[src/inc/pwos_consts.svh]
`ifndef PWOS_CONSTS_SVH
`define PWOS_CONSTS_SVH

// ----------------------------------------------------------------
// Register offsets
// ----------------------------------------------------------------
`define PWOS_OFS_HI_THR_L    8'h46
`define PWOS_OFS_HI_THR_H    8'h47
`define PWOS_OFS_LO_THR_L    8'h48
`define PWOS_OFS_LO_THR_H    8'h49
`define PWOS_OFS_TRIM_L      8'h4C
`define PWOS_OFS_TRIM_H      8'h4D
`define PWOS_OFS_STATUS      8'h60

// ----------------------------------------------------------------
// Status field positions and reset values
// ----------------------------------------------------------------
`define PWOS_ST_FAILED_BIT   0
`define PWOS_CM_FAULT_BIT    1
`define PWOS_ST_RUNNING_BIT  2
`define PWOS_ST_NEVER_BIT    3
`define PWOS_THR_RESET       16'h0000
`define PWOS_TRIM_RESET      16'h0000
`define PWOS_STATUS_RESET    8'h08

// ----------------------------------------------------------------
// Timing
// ----------------------------------------------------------------
`define PWOS_DSP_INIT_CYCLES 16'h0040

`endif

[src/inc/pwos_pkg.sv]
`default_nettype none
package pwos_pkg;
    typedef enum logic [1:0] {PWOS_STRETCH_OFF, PWOS_STRETCH_16, PWOS_STRETCH_64, PWOS_STRETCH_256} pwos_stretch_t;
    typedef enum {PWOS_DSP_RUN, PWOS_DSP_INIT} pwos_dsp_state_t;
endpackage : pwos_pkg
`default_nettype wire

[src/rtl/pwos_thr_cmp.sv]
`timescale 1ns/100ps
`default_nettype none
`include "pwos_consts.svh"

module pwos_thr_cmp
#(
    parameter int WIDTH = 16
)
(
    // Threshold and sample
    input  wire logic [WIDTH-1:0] threshold,
    input  wire logic [WIDTH-1:0] sample,
    input  wire logic             is_high,
    // Result
    output logic                  enabled,
    output logic                  beyond
);
    // A zero threshold drops out of the comparison
    assign enabled = (threshold != '0);
    assign beyond  = enabled && (is_high ? (sample > threshold) : (sample < threshold));
endmodule : pwos_thr_cmp

`default_nettype wire

[src/rtl/pwos_regs.sv]
`timescale 1ns/100ps
`default_nettype none
`include "pwos_consts.svh"

module pwos_regs
    import pwos_pkg::*;
(
    // Clock and reset
    input  wire logic        sys_clk,
    input  wire logic        reset,
    // Register port
    input  wire logic [7:0]  reg_addr,
    input  wire logic        reg_wr,
    input  wire logic [7:0]  reg_wdata,
    input  wire logic        reg_rd,
    output logic      [7:0]  reg_rdata,
    // Configuration from elsewhere
    input  wire logic        init_done_lock,
    input  wire logic        window_inside,
    input  wire logic [1:0]  irq_stretch_select,
    input  wire logic [3:0]  selftest_select,
    // Signal path events
    input  wire logic        sample_valid,
    input  wire logic [15:0] raw_pressure,
    input  wire logic        cm_out_of_limits,
    input  wire logic        selftest_fail,
    input  wire logic        cm_fault_sent,
    // Results
    output logic [15:0]      sensor_result,
    output logic             result_valid,
    output logic             dsp_restart,
    output logic             irq_out,
    output logic             reg_parity_error
);
    // ------------------------------------------------------------
    // Register state
    // ------------------------------------------------------------
    logic [15:0]     hi_thr_q, hi_thr_d;
    logic [15:0]     lo_thr_q, lo_thr_d;
    logic [15:0]     trim_q, trim_d;
    logic [47:0]     par_src;
    logic            par_q, par_d;
    logic            never_q, never_d;
    logic            cm_q, cm_d;
    logic            fail_q, fail_d;
    logic [7:0]      rdata_q, rdata_d;
    logic            perr_q, perr_d;
    logic            wr_ok;
    logic            trim_wr;

    assign wr_ok   = reg_wr && !init_done_lock;
    assign trim_wr = wr_ok && (reg_addr == `PWOS_OFS_TRIM_L || reg_addr == `PWOS_OFS_TRIM_H);
    assign par_src = {hi_thr_q, lo_thr_q, trim_q};

    always_comb
    begin
        hi_thr_d = hi_thr_q;
        lo_thr_d = lo_thr_q;
        trim_d   = trim_q;
        if (wr_ok)
        begin
            case (reg_addr)
                `PWOS_OFS_HI_THR_L: hi_thr_d[7:0]  = reg_wdata;
                `PWOS_OFS_HI_THR_H: hi_thr_d[15:8] = reg_wdata;
                `PWOS_OFS_LO_THR_L: lo_thr_d[7:0]  = reg_wdata;
                `PWOS_OFS_LO_THR_H: lo_thr_d[15:8] = reg_wdata;
                `PWOS_OFS_TRIM_L:   trim_d[7:0]    = reg_wdata;
                `PWOS_OFS_TRIM_H:   trim_d[15:8]   = reg_wdata;
                default:            trim_d         = trim_q;
            endcase
        end
        // Parity tracks legal writes; a flip outside a write shows as mismatch
        par_d  = ^{hi_thr_d, lo_thr_d, trim_d};
        perr_d = perr_q || (par_q != ^par_src);
    end

    // ------------------------------------------------------------
    // Status flags
    // ------------------------------------------------------------
    logic st_read;
    assign st_read = reg_rd && (reg_addr == `PWOS_OFS_STATUS);

    always_comb
    begin
        never_d = never_q && (selftest_select == 4'h0);
        // Set wins over a clear in the same cycle
        cm_d    = cm_out_of_limits || (cm_q && !st_read && !cm_fault_sent);
        fail_d  = fail_q || selftest_fail;
        rdata_d = 8'h00;
        if (reg_rd)
        begin
            case (reg_addr)
                `PWOS_OFS_HI_THR_L: rdata_d = hi_thr_q[7:0];
                `PWOS_OFS_HI_THR_H: rdata_d = hi_thr_q[15:8];
                `PWOS_OFS_LO_THR_L: rdata_d = lo_thr_q[7:0];
                `PWOS_OFS_LO_THR_H: rdata_d = lo_thr_q[15:8];
                `PWOS_OFS_TRIM_L:   rdata_d = trim_q[7:0];
                `PWOS_OFS_TRIM_H:   rdata_d = trim_q[15:8];
                `PWOS_OFS_STATUS:
                begin
                    rdata_d[`PWOS_ST_NEVER_BIT]   = never_q;
                    rdata_d[`PWOS_ST_RUNNING_BIT] = |selftest_select;
                    rdata_d[`PWOS_CM_FAULT_BIT]   = cm_q;
                    rdata_d[`PWOS_ST_FAILED_BIT]  = fail_q;
                end
                default:            rdata_d = 8'h00;
            endcase
        end
        else
        begin
            rdata_d = rdata_q;
        end
    end

    always_ff @(posedge sys_clk)
    begin
        if (reset)
        begin
            hi_thr_q <= `PWOS_THR_RESET;
            lo_thr_q <= `PWOS_THR_RESET;
            trim_q   <= `PWOS_TRIM_RESET;
            par_q    <= 1'b0;
            perr_q   <= 1'b0;
            never_q  <= 1'(`PWOS_STATUS_RESET >> `PWOS_ST_NEVER_BIT);
            cm_q     <= 1'b0;
            fail_q   <= 1'b0;
            rdata_q  <= 8'h00;
        end
        else
        begin
            hi_thr_q <= hi_thr_d;
            lo_thr_q <= lo_thr_d;
            trim_q   <= trim_d;
            par_q    <= par_d;
            perr_q   <= perr_d;
            never_q  <= never_d;
            cm_q     <= cm_d;
            fail_q   <= fail_d;
            rdata_q  <= rdata_d;
        end
    end

    assign reg_rdata        = rdata_q;
    assign reg_parity_error = perr_q;

    // ------------------------------------------------------------
    // Signal path restart
    // ------------------------------------------------------------
    pwos_dsp_state_t dsp_q, dsp_d;
    logic [15:0]     init_cnt_q, init_cnt_d;
    logic            restart_q, restart_d;

    always_comb
    begin
        dsp_d      = dsp_q;
        init_cnt_d = init_cnt_q;
        restart_d  = 1'b0;
        case (dsp_q)
            PWOS_DSP_RUN:
                if (trim_wr && trim_d != trim_q)
                begin
                    dsp_d      = PWOS_DSP_INIT;
                    init_cnt_d = `PWOS_DSP_INIT_CYCLES;
                    restart_d  = 1'b1;
                end
            PWOS_DSP_INIT:
                if (trim_wr && trim_d != trim_q)
                begin
                    init_cnt_d = `PWOS_DSP_INIT_CYCLES;
                    restart_d  = 1'b1;
                end
                else if (init_cnt_q == 16'h0001)
                begin
                    dsp_d      = PWOS_DSP_RUN;
                    init_cnt_d = 16'h0000;
                end
                else
                begin
                    init_cnt_d = init_cnt_q - 16'h0001;
                end
            default:
                dsp_d = PWOS_DSP_RUN;
        endcase
    end

    always_ff @(posedge sys_clk)
    begin
        if (reset)
        begin
            dsp_q      <= PWOS_DSP_RUN;
            init_cnt_q <= 16'h0000;
            restart_q  <= 1'b0;
        end
        else
        begin
            dsp_q      <= dsp_d;
            init_cnt_q <= init_cnt_d;
            restart_q  <= restart_d;
        end
    end

    assign dsp_restart = restart_q;

    // ------------------------------------------------------------
    // Result and window comparator
    // ------------------------------------------------------------
    logic [15:0] adj;
    logic        hi_en, hi_beyond, lo_en, lo_beyond, outside, cond;
    logic [15:0] result_q, result_d;
    logic        valid_q, valid_d;
    logic        irq_q, irq_d;

    // Wraps modulo 2^16; the user must keep the trim from railing the output
    assign adj = raw_pressure + trim_q;

    pwos_thr_cmp #(.WIDTH(16)) u_hi
    (
        .threshold (hi_thr_q),
        .sample    (adj),
        .is_high   (1'b1),
        .enabled   (hi_en),
        .beyond    (hi_beyond)
    );

    pwos_thr_cmp #(.WIDTH(16)) u_lo
    (
        .threshold (lo_thr_q),
        .sample    (adj),
        .is_high   (1'b0),
        .enabled   (lo_en),
        .beyond    (lo_beyond)
    );

    assign outside = hi_beyond || lo_beyond;
    assign cond    = (hi_en || lo_en) && (window_inside ? !outside : outside);

    always_comb
    begin
        result_d = result_q;
        valid_d  = valid_q && (dsp_d == PWOS_DSP_RUN);
        irq_d    = irq_q;
        if (sample_valid && dsp_q == PWOS_DSP_RUN && dsp_d == PWOS_DSP_RUN)
        begin
            result_d = adj;
            valid_d  = 1'b1;
            // Stretch timer lives elsewhere; non-zero selection holds last level
            if (irq_stretch_select == PWOS_STRETCH_OFF)
            begin
                irq_d = cond;
            end
        end
        if (!hi_en && !lo_en)
        begin
            irq_d = 1'b0;
        end
    end

    always_ff @(posedge sys_clk)
    begin
        if (reset)
        begin
            result_q <= 16'h0000;
            valid_q  <= 1'b0;
            irq_q    <= 1'b0;
        end
        else
        begin
            result_q <= result_d;
            valid_q  <= valid_d;
            irq_q    <= irq_d;
        end
    end

    assign sensor_result = result_q;
    assign result_valid  = valid_q;
    assign irq_out       = irq_q;
endmodule : pwos_regs

`default_nettype wire

[config.mk]
export PLATFORM = sky130hd
export DESIGN_NAME = pwos_regs
export DESIGN_NICKNAME = d
export VERILOG_FILES = /design/src/inc/pwos_pkg.sv /design/src/rtl/pwos_thr_cmp.sv /design/src/rtl/pwos_regs.sv
export VERILOG_INCLUDE_DIRS = /design/src /design/src/inc
export SDC_FILE = /design/constraint.sdc
export NUM_CORES = 1
export LEC_CHECK = 0
export BUFFER_PORTS_ARGS = -buffer_cell sky130_fd_sc_hd__clkbuf_2
export CORE_UTILIZATION = 34
export CTS_CLUSTER_DIAMETER = 50
export DETAILED_ROUTE_END_ITERATION = 12
export PLACE_DENSITY = 0.62
export SLEW_MARGIN = 20
export SYNTH_ARGS = -nofsm -noshare
export SYNTH_HDL_FRONTEND = slang
export SYNTH_SLANG_ARGS = --single-unit
[constraint.sdc]
create_clock -name sys_clk -period 5.9 [get_ports sys_clk]
set_input_delay 0.59 -clock sys_clk [delete_from_list [all_inputs] [get_ports sys_clk]]
set_output_delay 0.59 -clock sys_clk [all_outputs]
set_load 0.02 [all_outputs]
==> flow_summary.toml, run 1 <==
[yosys]
ys_warn_count = 0
synth_area_leaders = "dfxtp_1, xnor2_1, ha_1"
synth_fa_ha_area_share_pct = 10.4
ys_types = 74
yosysTopAreaCellShare_pct = 32.6
yosysTopAreaCell = "dfxtp_1"
avgSynthCellArea_sq_um = 9.26
syn_inst = 848
synthSimpleGateAreaFrac_pct = 17.6
syn-cell-area_sq_um = 7860
synth_seq_cells = 128
synth_edf_count = 0
yosys-mux-area-fraction_pct = 9.84
async_flop_share_pct = 0
synth_top_family_by_area = "simple AND/OR/NAND/NOR gates"
synth_ff_type = "dfxtp_1"
synth_compound_area_share_pct = 9.76
yosysSeqAreaShare_pct = 32.6
synth_xor_area_share_pct = 15.1

[layout]
final_common_cell = "dfxtp_1"
seq_area_sq_um = 2560
layout-drive-gt1-share_pct = 13.8
fin_area_sq_um = 9120
area_growth_pct = 16.0
post-route-util_pct = 40.3
multi_input_area_sq_um = 5050
num_antenna_cells = 0
nNetsFinal = 1051
mostFrequentLayoutCells = "dfxtp_1, nor2_1, xnor2_1"
finalNonFillerCells = 1236
fill_cells = 2245

[clocking]
postCtsSetupBuffers = 0
clk_path_buf_depth = 2
cts.repair.resized = 0
cts_tree = "yes"
clk_latency_ps = 430
numCtsBuffers = 17
cts_hold_buf = 0
htreeDepth = 4
cts-root-buf = "clkbuf_16"
clkTransAtPathRegs_ps = 60
clock_sinks = 128

[critical_path]
ff2ff_setup_slack_ps = 1470
crit_type = "reg -> reg"
arrival_ps = 4790
startpoint = "trim_q[0]$_SDFF_PP0_"
cp.required_ps = 6260
worstRegToRegCells = 17
r2r_start = "trim_q[0]$_SDFF_PP0_"
cp_max_fo = 5
r2r_end = "irq_out$_SDFFE_PP0P_"
worstSetupEndpointType = "flop"
start_kind = "flop"

[sta]
min_period_ps = 4430
finalHoldViolations = 0
finalSetupTns_ps = 0
slew_headroom_pct = 43.9
fin_worst_skew_ps = 12.3
grt_setup_unrepaired = "false"
finalSetupViolations = 0
slew_violations = 0
max_freq_mhz = 226
finalCritPeriodShare_pct = 75.0
worst_slew_pin_slew_ps = 841

[grt]
grt_max_degree = 46
track_usage_pct = 18.2
antenna_found_initial = 0
grt_overflow_total = 0
grt_first_pass_wirelength_um = 33400
grt_pass1_vias = 6046

[worst_hold_path]
min_to = "fail_q$_SDFF_PP0_"
hp-start = "selftest_fail"
hold_path_depth = 3
hp-class = "in -> reg"

[routing]
vias = 6298
drtAntennaViolNets = 0
route.detailed.wl_per_inst_um = 17.0
routed_via_density = 5.10
drc = 0
drt_iter0_drc = 362
drt-pass1-iter-count = 5
wl_um = 21000

[power_and_ir_drop]
powerDensity_nw_per_um2 = 232
p_comb_share_pct = 7.5
power.internal_mw = 1.58
p_clk_share_pct = 50.7
p_sw_mw = 0.538
p_sw_share_pct = 25.4
ir_worst_vdd_v = 0.000185
pwr-share-seq_pct = 41.9
p_leak_nw = 4.20

[die]
dieArea_sq_um = 23700
die_h_um = 154
die_x_um = 154
initial_utilization_pct = 34.7
core_sq_um = 22600
ios = 76
rows = 55

[placement]
place_inst = 1204
placed_area_sq_um = 8520
place.gp.congestion = 0.938
numPortBuffers = 75
dp_hpwl_um = 16000

[outcome]
status = "finished clean"

[job]
cap_violations = 0
## worst max-delay path by stage
stage / end / slack, ps / cells after the start
finish: irq_out$_SDFFE_PP0P_ / 1470 / 17
floorplan: irq_out$_SDFFE_PP0P_ / 1810 / 17
global route: irq_out$_SDFFE_PP0P_ / 1050 / 17
CTS: irq_out$_SDFFE_PP0P_ / 1520 / 17
detailed placement: irq_out$_SDFFE_PP0P_ / 1330 / 18
global placement: irq_out$_SDFFE_PP0P_ / 1440 / 18
## registers in the layout, indices dropped and copies added, names as in the netlist, 8 cells and up
| name | cells |
|---|---|
| dsp_q | 32 |
| trim_q | 16 |
| sensor_result | 16 |
| lo_thr_q | 16 |
| reg_rdata | 8 |
| init_cnt_q | 16 |
| hi_thr_q | 16 |
## power by group through the flow
| stage | clock network (mW) | logic, mW | registers, mW |
|---|---|---|---|
| 2_1_floorplan | 0 | 0.105 | 0.904 |
| 3_3_place_gp | 0 | 0.154 | 0.904 |
| 3_5_place_dp | 0 | 0.156 | 0.904 |
| 4_1_cts | 1.09 | 0.158 | 0.885 |
| 5_1_grt | 1.13 | 0.174 | 0.885 |
| 6_report | 1.07 | 0.158 | 0.885 |
## logic make-up (layout without fill, tap and decap cells)
kind of cell | after synthesis | count (layout)
buffers and inverters | 79 | 152
AOI/OAI and AO/OA | 109 | 109
DFF | 128 | 128
muxes | 76 | 76
adders and majority gates | 65 | 65
and+or+nand+nor | 263 | 263
xor gates and xnor gates | 127 | 127
other | 1 | 31
## cell type report
| class | count | share of cell area [%] |
|---|---|---|
| clock buffer | 17 | 4.67 |
| inverter | 43 | 1.77 |
| multi-input combinational | 671 | 55.4 |
| sequential | 128 | 28.1 |
| timing repair buffer | 77 | 4.28 |
| clock inverter | 15 | 1.91 |
| tap | 285 | 3.91 |
## critical path, stage by stage (launching register included)
cell and delay [ps]:
dfxtp_1 400, ha_1 270, fa_1 410, a21o_1 170, a21oi_1 250, o21a_1 170, o31ai_1 90, o41ai_1 480
o211ai_1 270, xor2_1 260, ha_1 280, and4_1 210, a21oi_1 140, nand2_1 60, a211oi_1 240, o31ai_1 140
a2111o_1 430, nand3_1 80
## layer usage
layer	up-vias	global-route usage [%]	routed length (um)
met1	2992	24.2	9980
met5	-	0	0
li1	3113	-	-
met4	0	4.43	252
met2	168	29.8	9700
met3	25	4.03	1090
## cell usage after synthesis (7+ instances only)
master and n:
a21o_1 8, a21oi_1 31, a222oi_1 7, buf_2 10, clkbuf_1 16, dfxtp_1 128, ha_1 64, inv_1 43
mux2i_1 75, nand2_1 22, nand3_1 18, nand4_1 12, nor2_1 126, nor2b_1 8, nor3_1 16, nor4_1 13
o21a_1 8, o21ai_0 18, xnor2_1 95, xor2_1 26
## through the flow
step                      total power [mW]  setup slack (ps)  hold slack [ps]
final                                 2.11              1470              391
after global routing                  2.19              1050              399
after CTS                             2.13              1520              387
after detailed placement              1.06              1330              439
after global placement                1.06              1440              433
after floorplan                       1.01              1810              422
No activity file was read; power rests on OpenSTA's default activity.
==> inputs of run 2 (changes only) <==
--- a/config.mk
+++ b/config.mk
@@ -6,11 +6,12 @@
 export SDC_FILE = /design/constraint.sdc
 export NUM_CORES = 1
 export LEC_CHECK = 0
+export ABC_AREA = 1
 export BUFFER_PORTS_ARGS = -buffer_cell sky130_fd_sc_hd__clkbuf_2
 export CORE_UTILIZATION = 34
 export CTS_CLUSTER_DIAMETER = 50
 export DETAILED_ROUTE_END_ITERATION = 12
-export PLACE_DENSITY = 0.62
+export PLACE_DENSITY = 0.61
 export SLEW_MARGIN = 20
 export SYNTH_ARGS = -nofsm -noshare
 export SYNTH_HDL_FRONTEND = slang
==> constraint.sdc (replaced) <==
create_clock -name sys_clk -period 4.28 [get_ports sys_clk]
set_input_delay 0.428 -clock sys_clk [delete_from_list [all_inputs] [get_ports sys_clk]]
set_output_delay 0.428 -clock sys_clk [all_outputs]
set_load 0.02 [all_outputs]
==> run 2 against run 1 <==
Against the previous run:
- area after synthesis increased by 13%
- sequential power up 38%
- register-to-register slack worse by 650 ps
- synthesized cell count is 64% higher
- power grew 38%
- non-clock buffer count is 2 higher
- via count increased by 43%
- worst hold slack worse by 200 ps
- clock power grew 38%
- count of clock-buffer cells in the layout unchanged
- clock skew increased by 3.8 ps
- highest routed layer unchanged
==> flow_summary.toml, run 2 <==
[critical_path]
cp_common_cell = "nand2_1"
arrival_ps = 3780
cp-endpoint = "irq_out$_SDFFE_PP0P_"
worstRegToRegCells = 21
r2r_start = "trim_q[2]$_SDFF_PP0_"
cp.depth = 21
worstSetupEndpointType = "flop"
ff2ff_setup_slack_ps = 820
start_kind = "flop"
crit_type = "reg -> reg"
path_buf_inv = 2
crit_chain = "ha_1 > a21oi_1 > o21ai_0 > a21oi_1 > o2111ai_1 > nand3_1 > nand2_1 > xor2_1 > inv_1 > ha_1 > nand2_1 > nor4b_1 > a21oi_1 > nand2_1 > nand2_1 > nand2_1 > nand2_1 > inv_1 > nand3_1 > nand2_1 > nor2_1"
cpPeakStageDelay_ps = 390
r2r_end = "irq_out$_SDFFE_PP0P_"
cp_max_fo = 6
cp.required_ps = 4610
startpoint = "trim_q[2]$_SDFF_PP0_"
crit_family = "simple AND/OR/NAND/NOR gates"
cp_slowest_cell = "ha_1"

[sta]
min_period_ps = 3460
finalHoldViolations = 0
finalSetupTns_ps = 0
finalSetupViolations = 0
slew_headroom_pct = 36.0
fin_worst_skew_ps = 16.1
max_freq_mhz = 289
finalCritPeriodShare_pct = 80.8
worst_slew_pin_slew_ps = 936
grt_setup_unrepaired = "false"
slew_violations = 0

[grt]
grt_pass1_vias = 8134
grt_first_pass_wirelength_um = 43800
antenna_found_initial = 1
grt_max_degree = 59
track_usage_pct = 21.6
grt_overflow_total = 0

[placement]
placed_area_sq_um = 9590
numPortBuffers = 75
place_inst = 1791
place.gp.congestion = 0.930
dp_hpwl_um = 22100

[worst_hold_path]
hp-class = "in -> reg"

[die]
core_sq_um = 25300
ios = 76
dieArea_sq_um = 26700
die_h_um = 163
die_x_um = 163
rows = 58
initial_utilization_pct = 35.0

[yosys]
synth_seq_cells = 128
yosysTopAreaCellShare_pct = 28.9
avgSynthCellArea_sq_um = 6.38
yosysSeqAreaShare_pct = 28.9
ys_types = 47
ys_warn_count = 0
synth_area_leaders = "dfxtp_1, nand2_1, ha_1"
syn-cell-area_sq_um = 8850
synth.most_common_cell = "nand2_1"
synth_edf_count = 0
yosys-top-cells-count = "nand2_1, nor2_1, inv_1"
async_flop_share_pct = 0
yosysTopAreaCell = "dfxtp_1"
synth_ff_type = "dfxtp_1"
syn_inst = 1387

[layout]
largest_reg_flops = 32
layout-drive-gt1-share_pct = 10.1
fill_cells = 2706
nNetsFinal = 1593
final_common_cell = "nand2_1"
post-route-util_pct = 40.2
regMostFlops = "dsp_q"
mostFrequentLayoutCells = "nand2_1, nor2_1, inv_1"
fin_area_sq_um = 10200
area_growth_pct = 15.0
finalNonFillerCells = 1824

[clocking]
cts.repair.resized = 0
cts-root-buf = "clkbuf_16"
clock_sinks = 128
clk_latency_ps = 450
postCtsSetupBuffers = 0
cts_tree = "yes"
cts_hold_buf = 0
clk_path_buf_depth = 2
numCtsBuffers = 17
htreeDepth = 4
clkTransAtPathRegs_ps = 70

[routing]
drt-pass1-iter-count = 5
drc = 0
drt_iter0_drc = 715
vias = 9014
routed_via_density = 4.94
route.detailed.wl_per_inst_um = 15.5
drtAntennaViolNets = 0
wl_um = 28300

[job]
cap_violations = 0

[outcome]
status = "finished clean"

[power_and_ir_drop]
ir_worst_vdd_v = 0.000241
p_leak_nw = 5.16
powerDensity_nw_per_um2 = 287
[run 2: worst min-delay path by stage]
| stage | start | endpoint | slack, ps | depth (start not counted) |
|---|---|---|---|---|
| floorplan | never_q$_SDFF_PP1_ | never_q$_SDFF_PP1_ | 420 | 2 |
| global placement | sensor_result[10]$_SDFFE_PP0P_ | sensor_result[10]$_SDFFE_PP0P_ | 440 | 2 |
| detailed placement | sensor_result[8]$_SDFFE_PP0P_ | sensor_result[8]$_SDFFE_PP0P_ | 440 | 2 |
| CTS | selftest_fail | fail_q$_SDFF_PP0_ | 180 | 3 |
| global route | selftest_fail | fail_q$_SDFF_PP0_ | 210 | 3 |
| finish | selftest_fail | fail_q$_SDFF_PP0_ | 190 | 3 |
[run 2: through the flow]
stage / setup WS (ps) / total power [mW] / hold slack, ps
2_1_floorplan: 1190 / 1.38 / 419
3_3_place_gp: 726 / 1.47 / 435
3_5_place_dp: 634 / 1.47 / 442
4_1_cts: 795 / 2.94 / 182
5_1_grt: 449 / 3.02 / 207
6_report: 824 / 2.93 / 191
[run 2: cell families (layout without fill, tap and decap cells)]
group           Yosys count  in the layout  share of synthesized area, %
fa+ha+maj                65             65                          9.27
other cells               1             32                        0.0424
xor+xnor                 51             51                          5.05
flops                   128            128                          28.9
simple gates            777            777                          37.2
compound gates          172            172                          10.6
buf+inv                 193            269                          8.85
[run 2: report_power, final]
part / internal (mW) / switching, mW
Combinational: 0.0688 / 0.160
Sequential: 1.21 / 0.00794
Clock: 0.780 / 0.696
[run 2: cell type report]
class,instances,area [sq um],share of cell area [%]
Antenna cell,1,2.50,0.0246
Inverter,158,593,5.82
Multi-Input combinational cell,1096,5620,55.2
Timing Repair Buffer,79,405,3.98
Clock buffer,17,425,4.18
Tap cell,330,413,4.05
Clock inverter,15,163,1.60
Sequential cell,128,2560,25.2
[run 2: worst min-delay path, cell delays in order]
cell and delay (ps):
clkbuf_2 80, nor2_1 30, nor2_1 60
[run 2: per-layer routing]
layer | GRT usage [%] | vias to the layer above | wire length, um | part of all wire [%]
met3 | 3.71 | 57 | 1790 | 6.3
met4 | 10.4 | 0 | 1050 | 3.7
met5 | 0 | - | 0 | 0
met2 | 34.8 | 288 | 12800 | 45
met1 | 27.9 | 4033 | 12700 | 45
li1 | - | 4636 | - | -
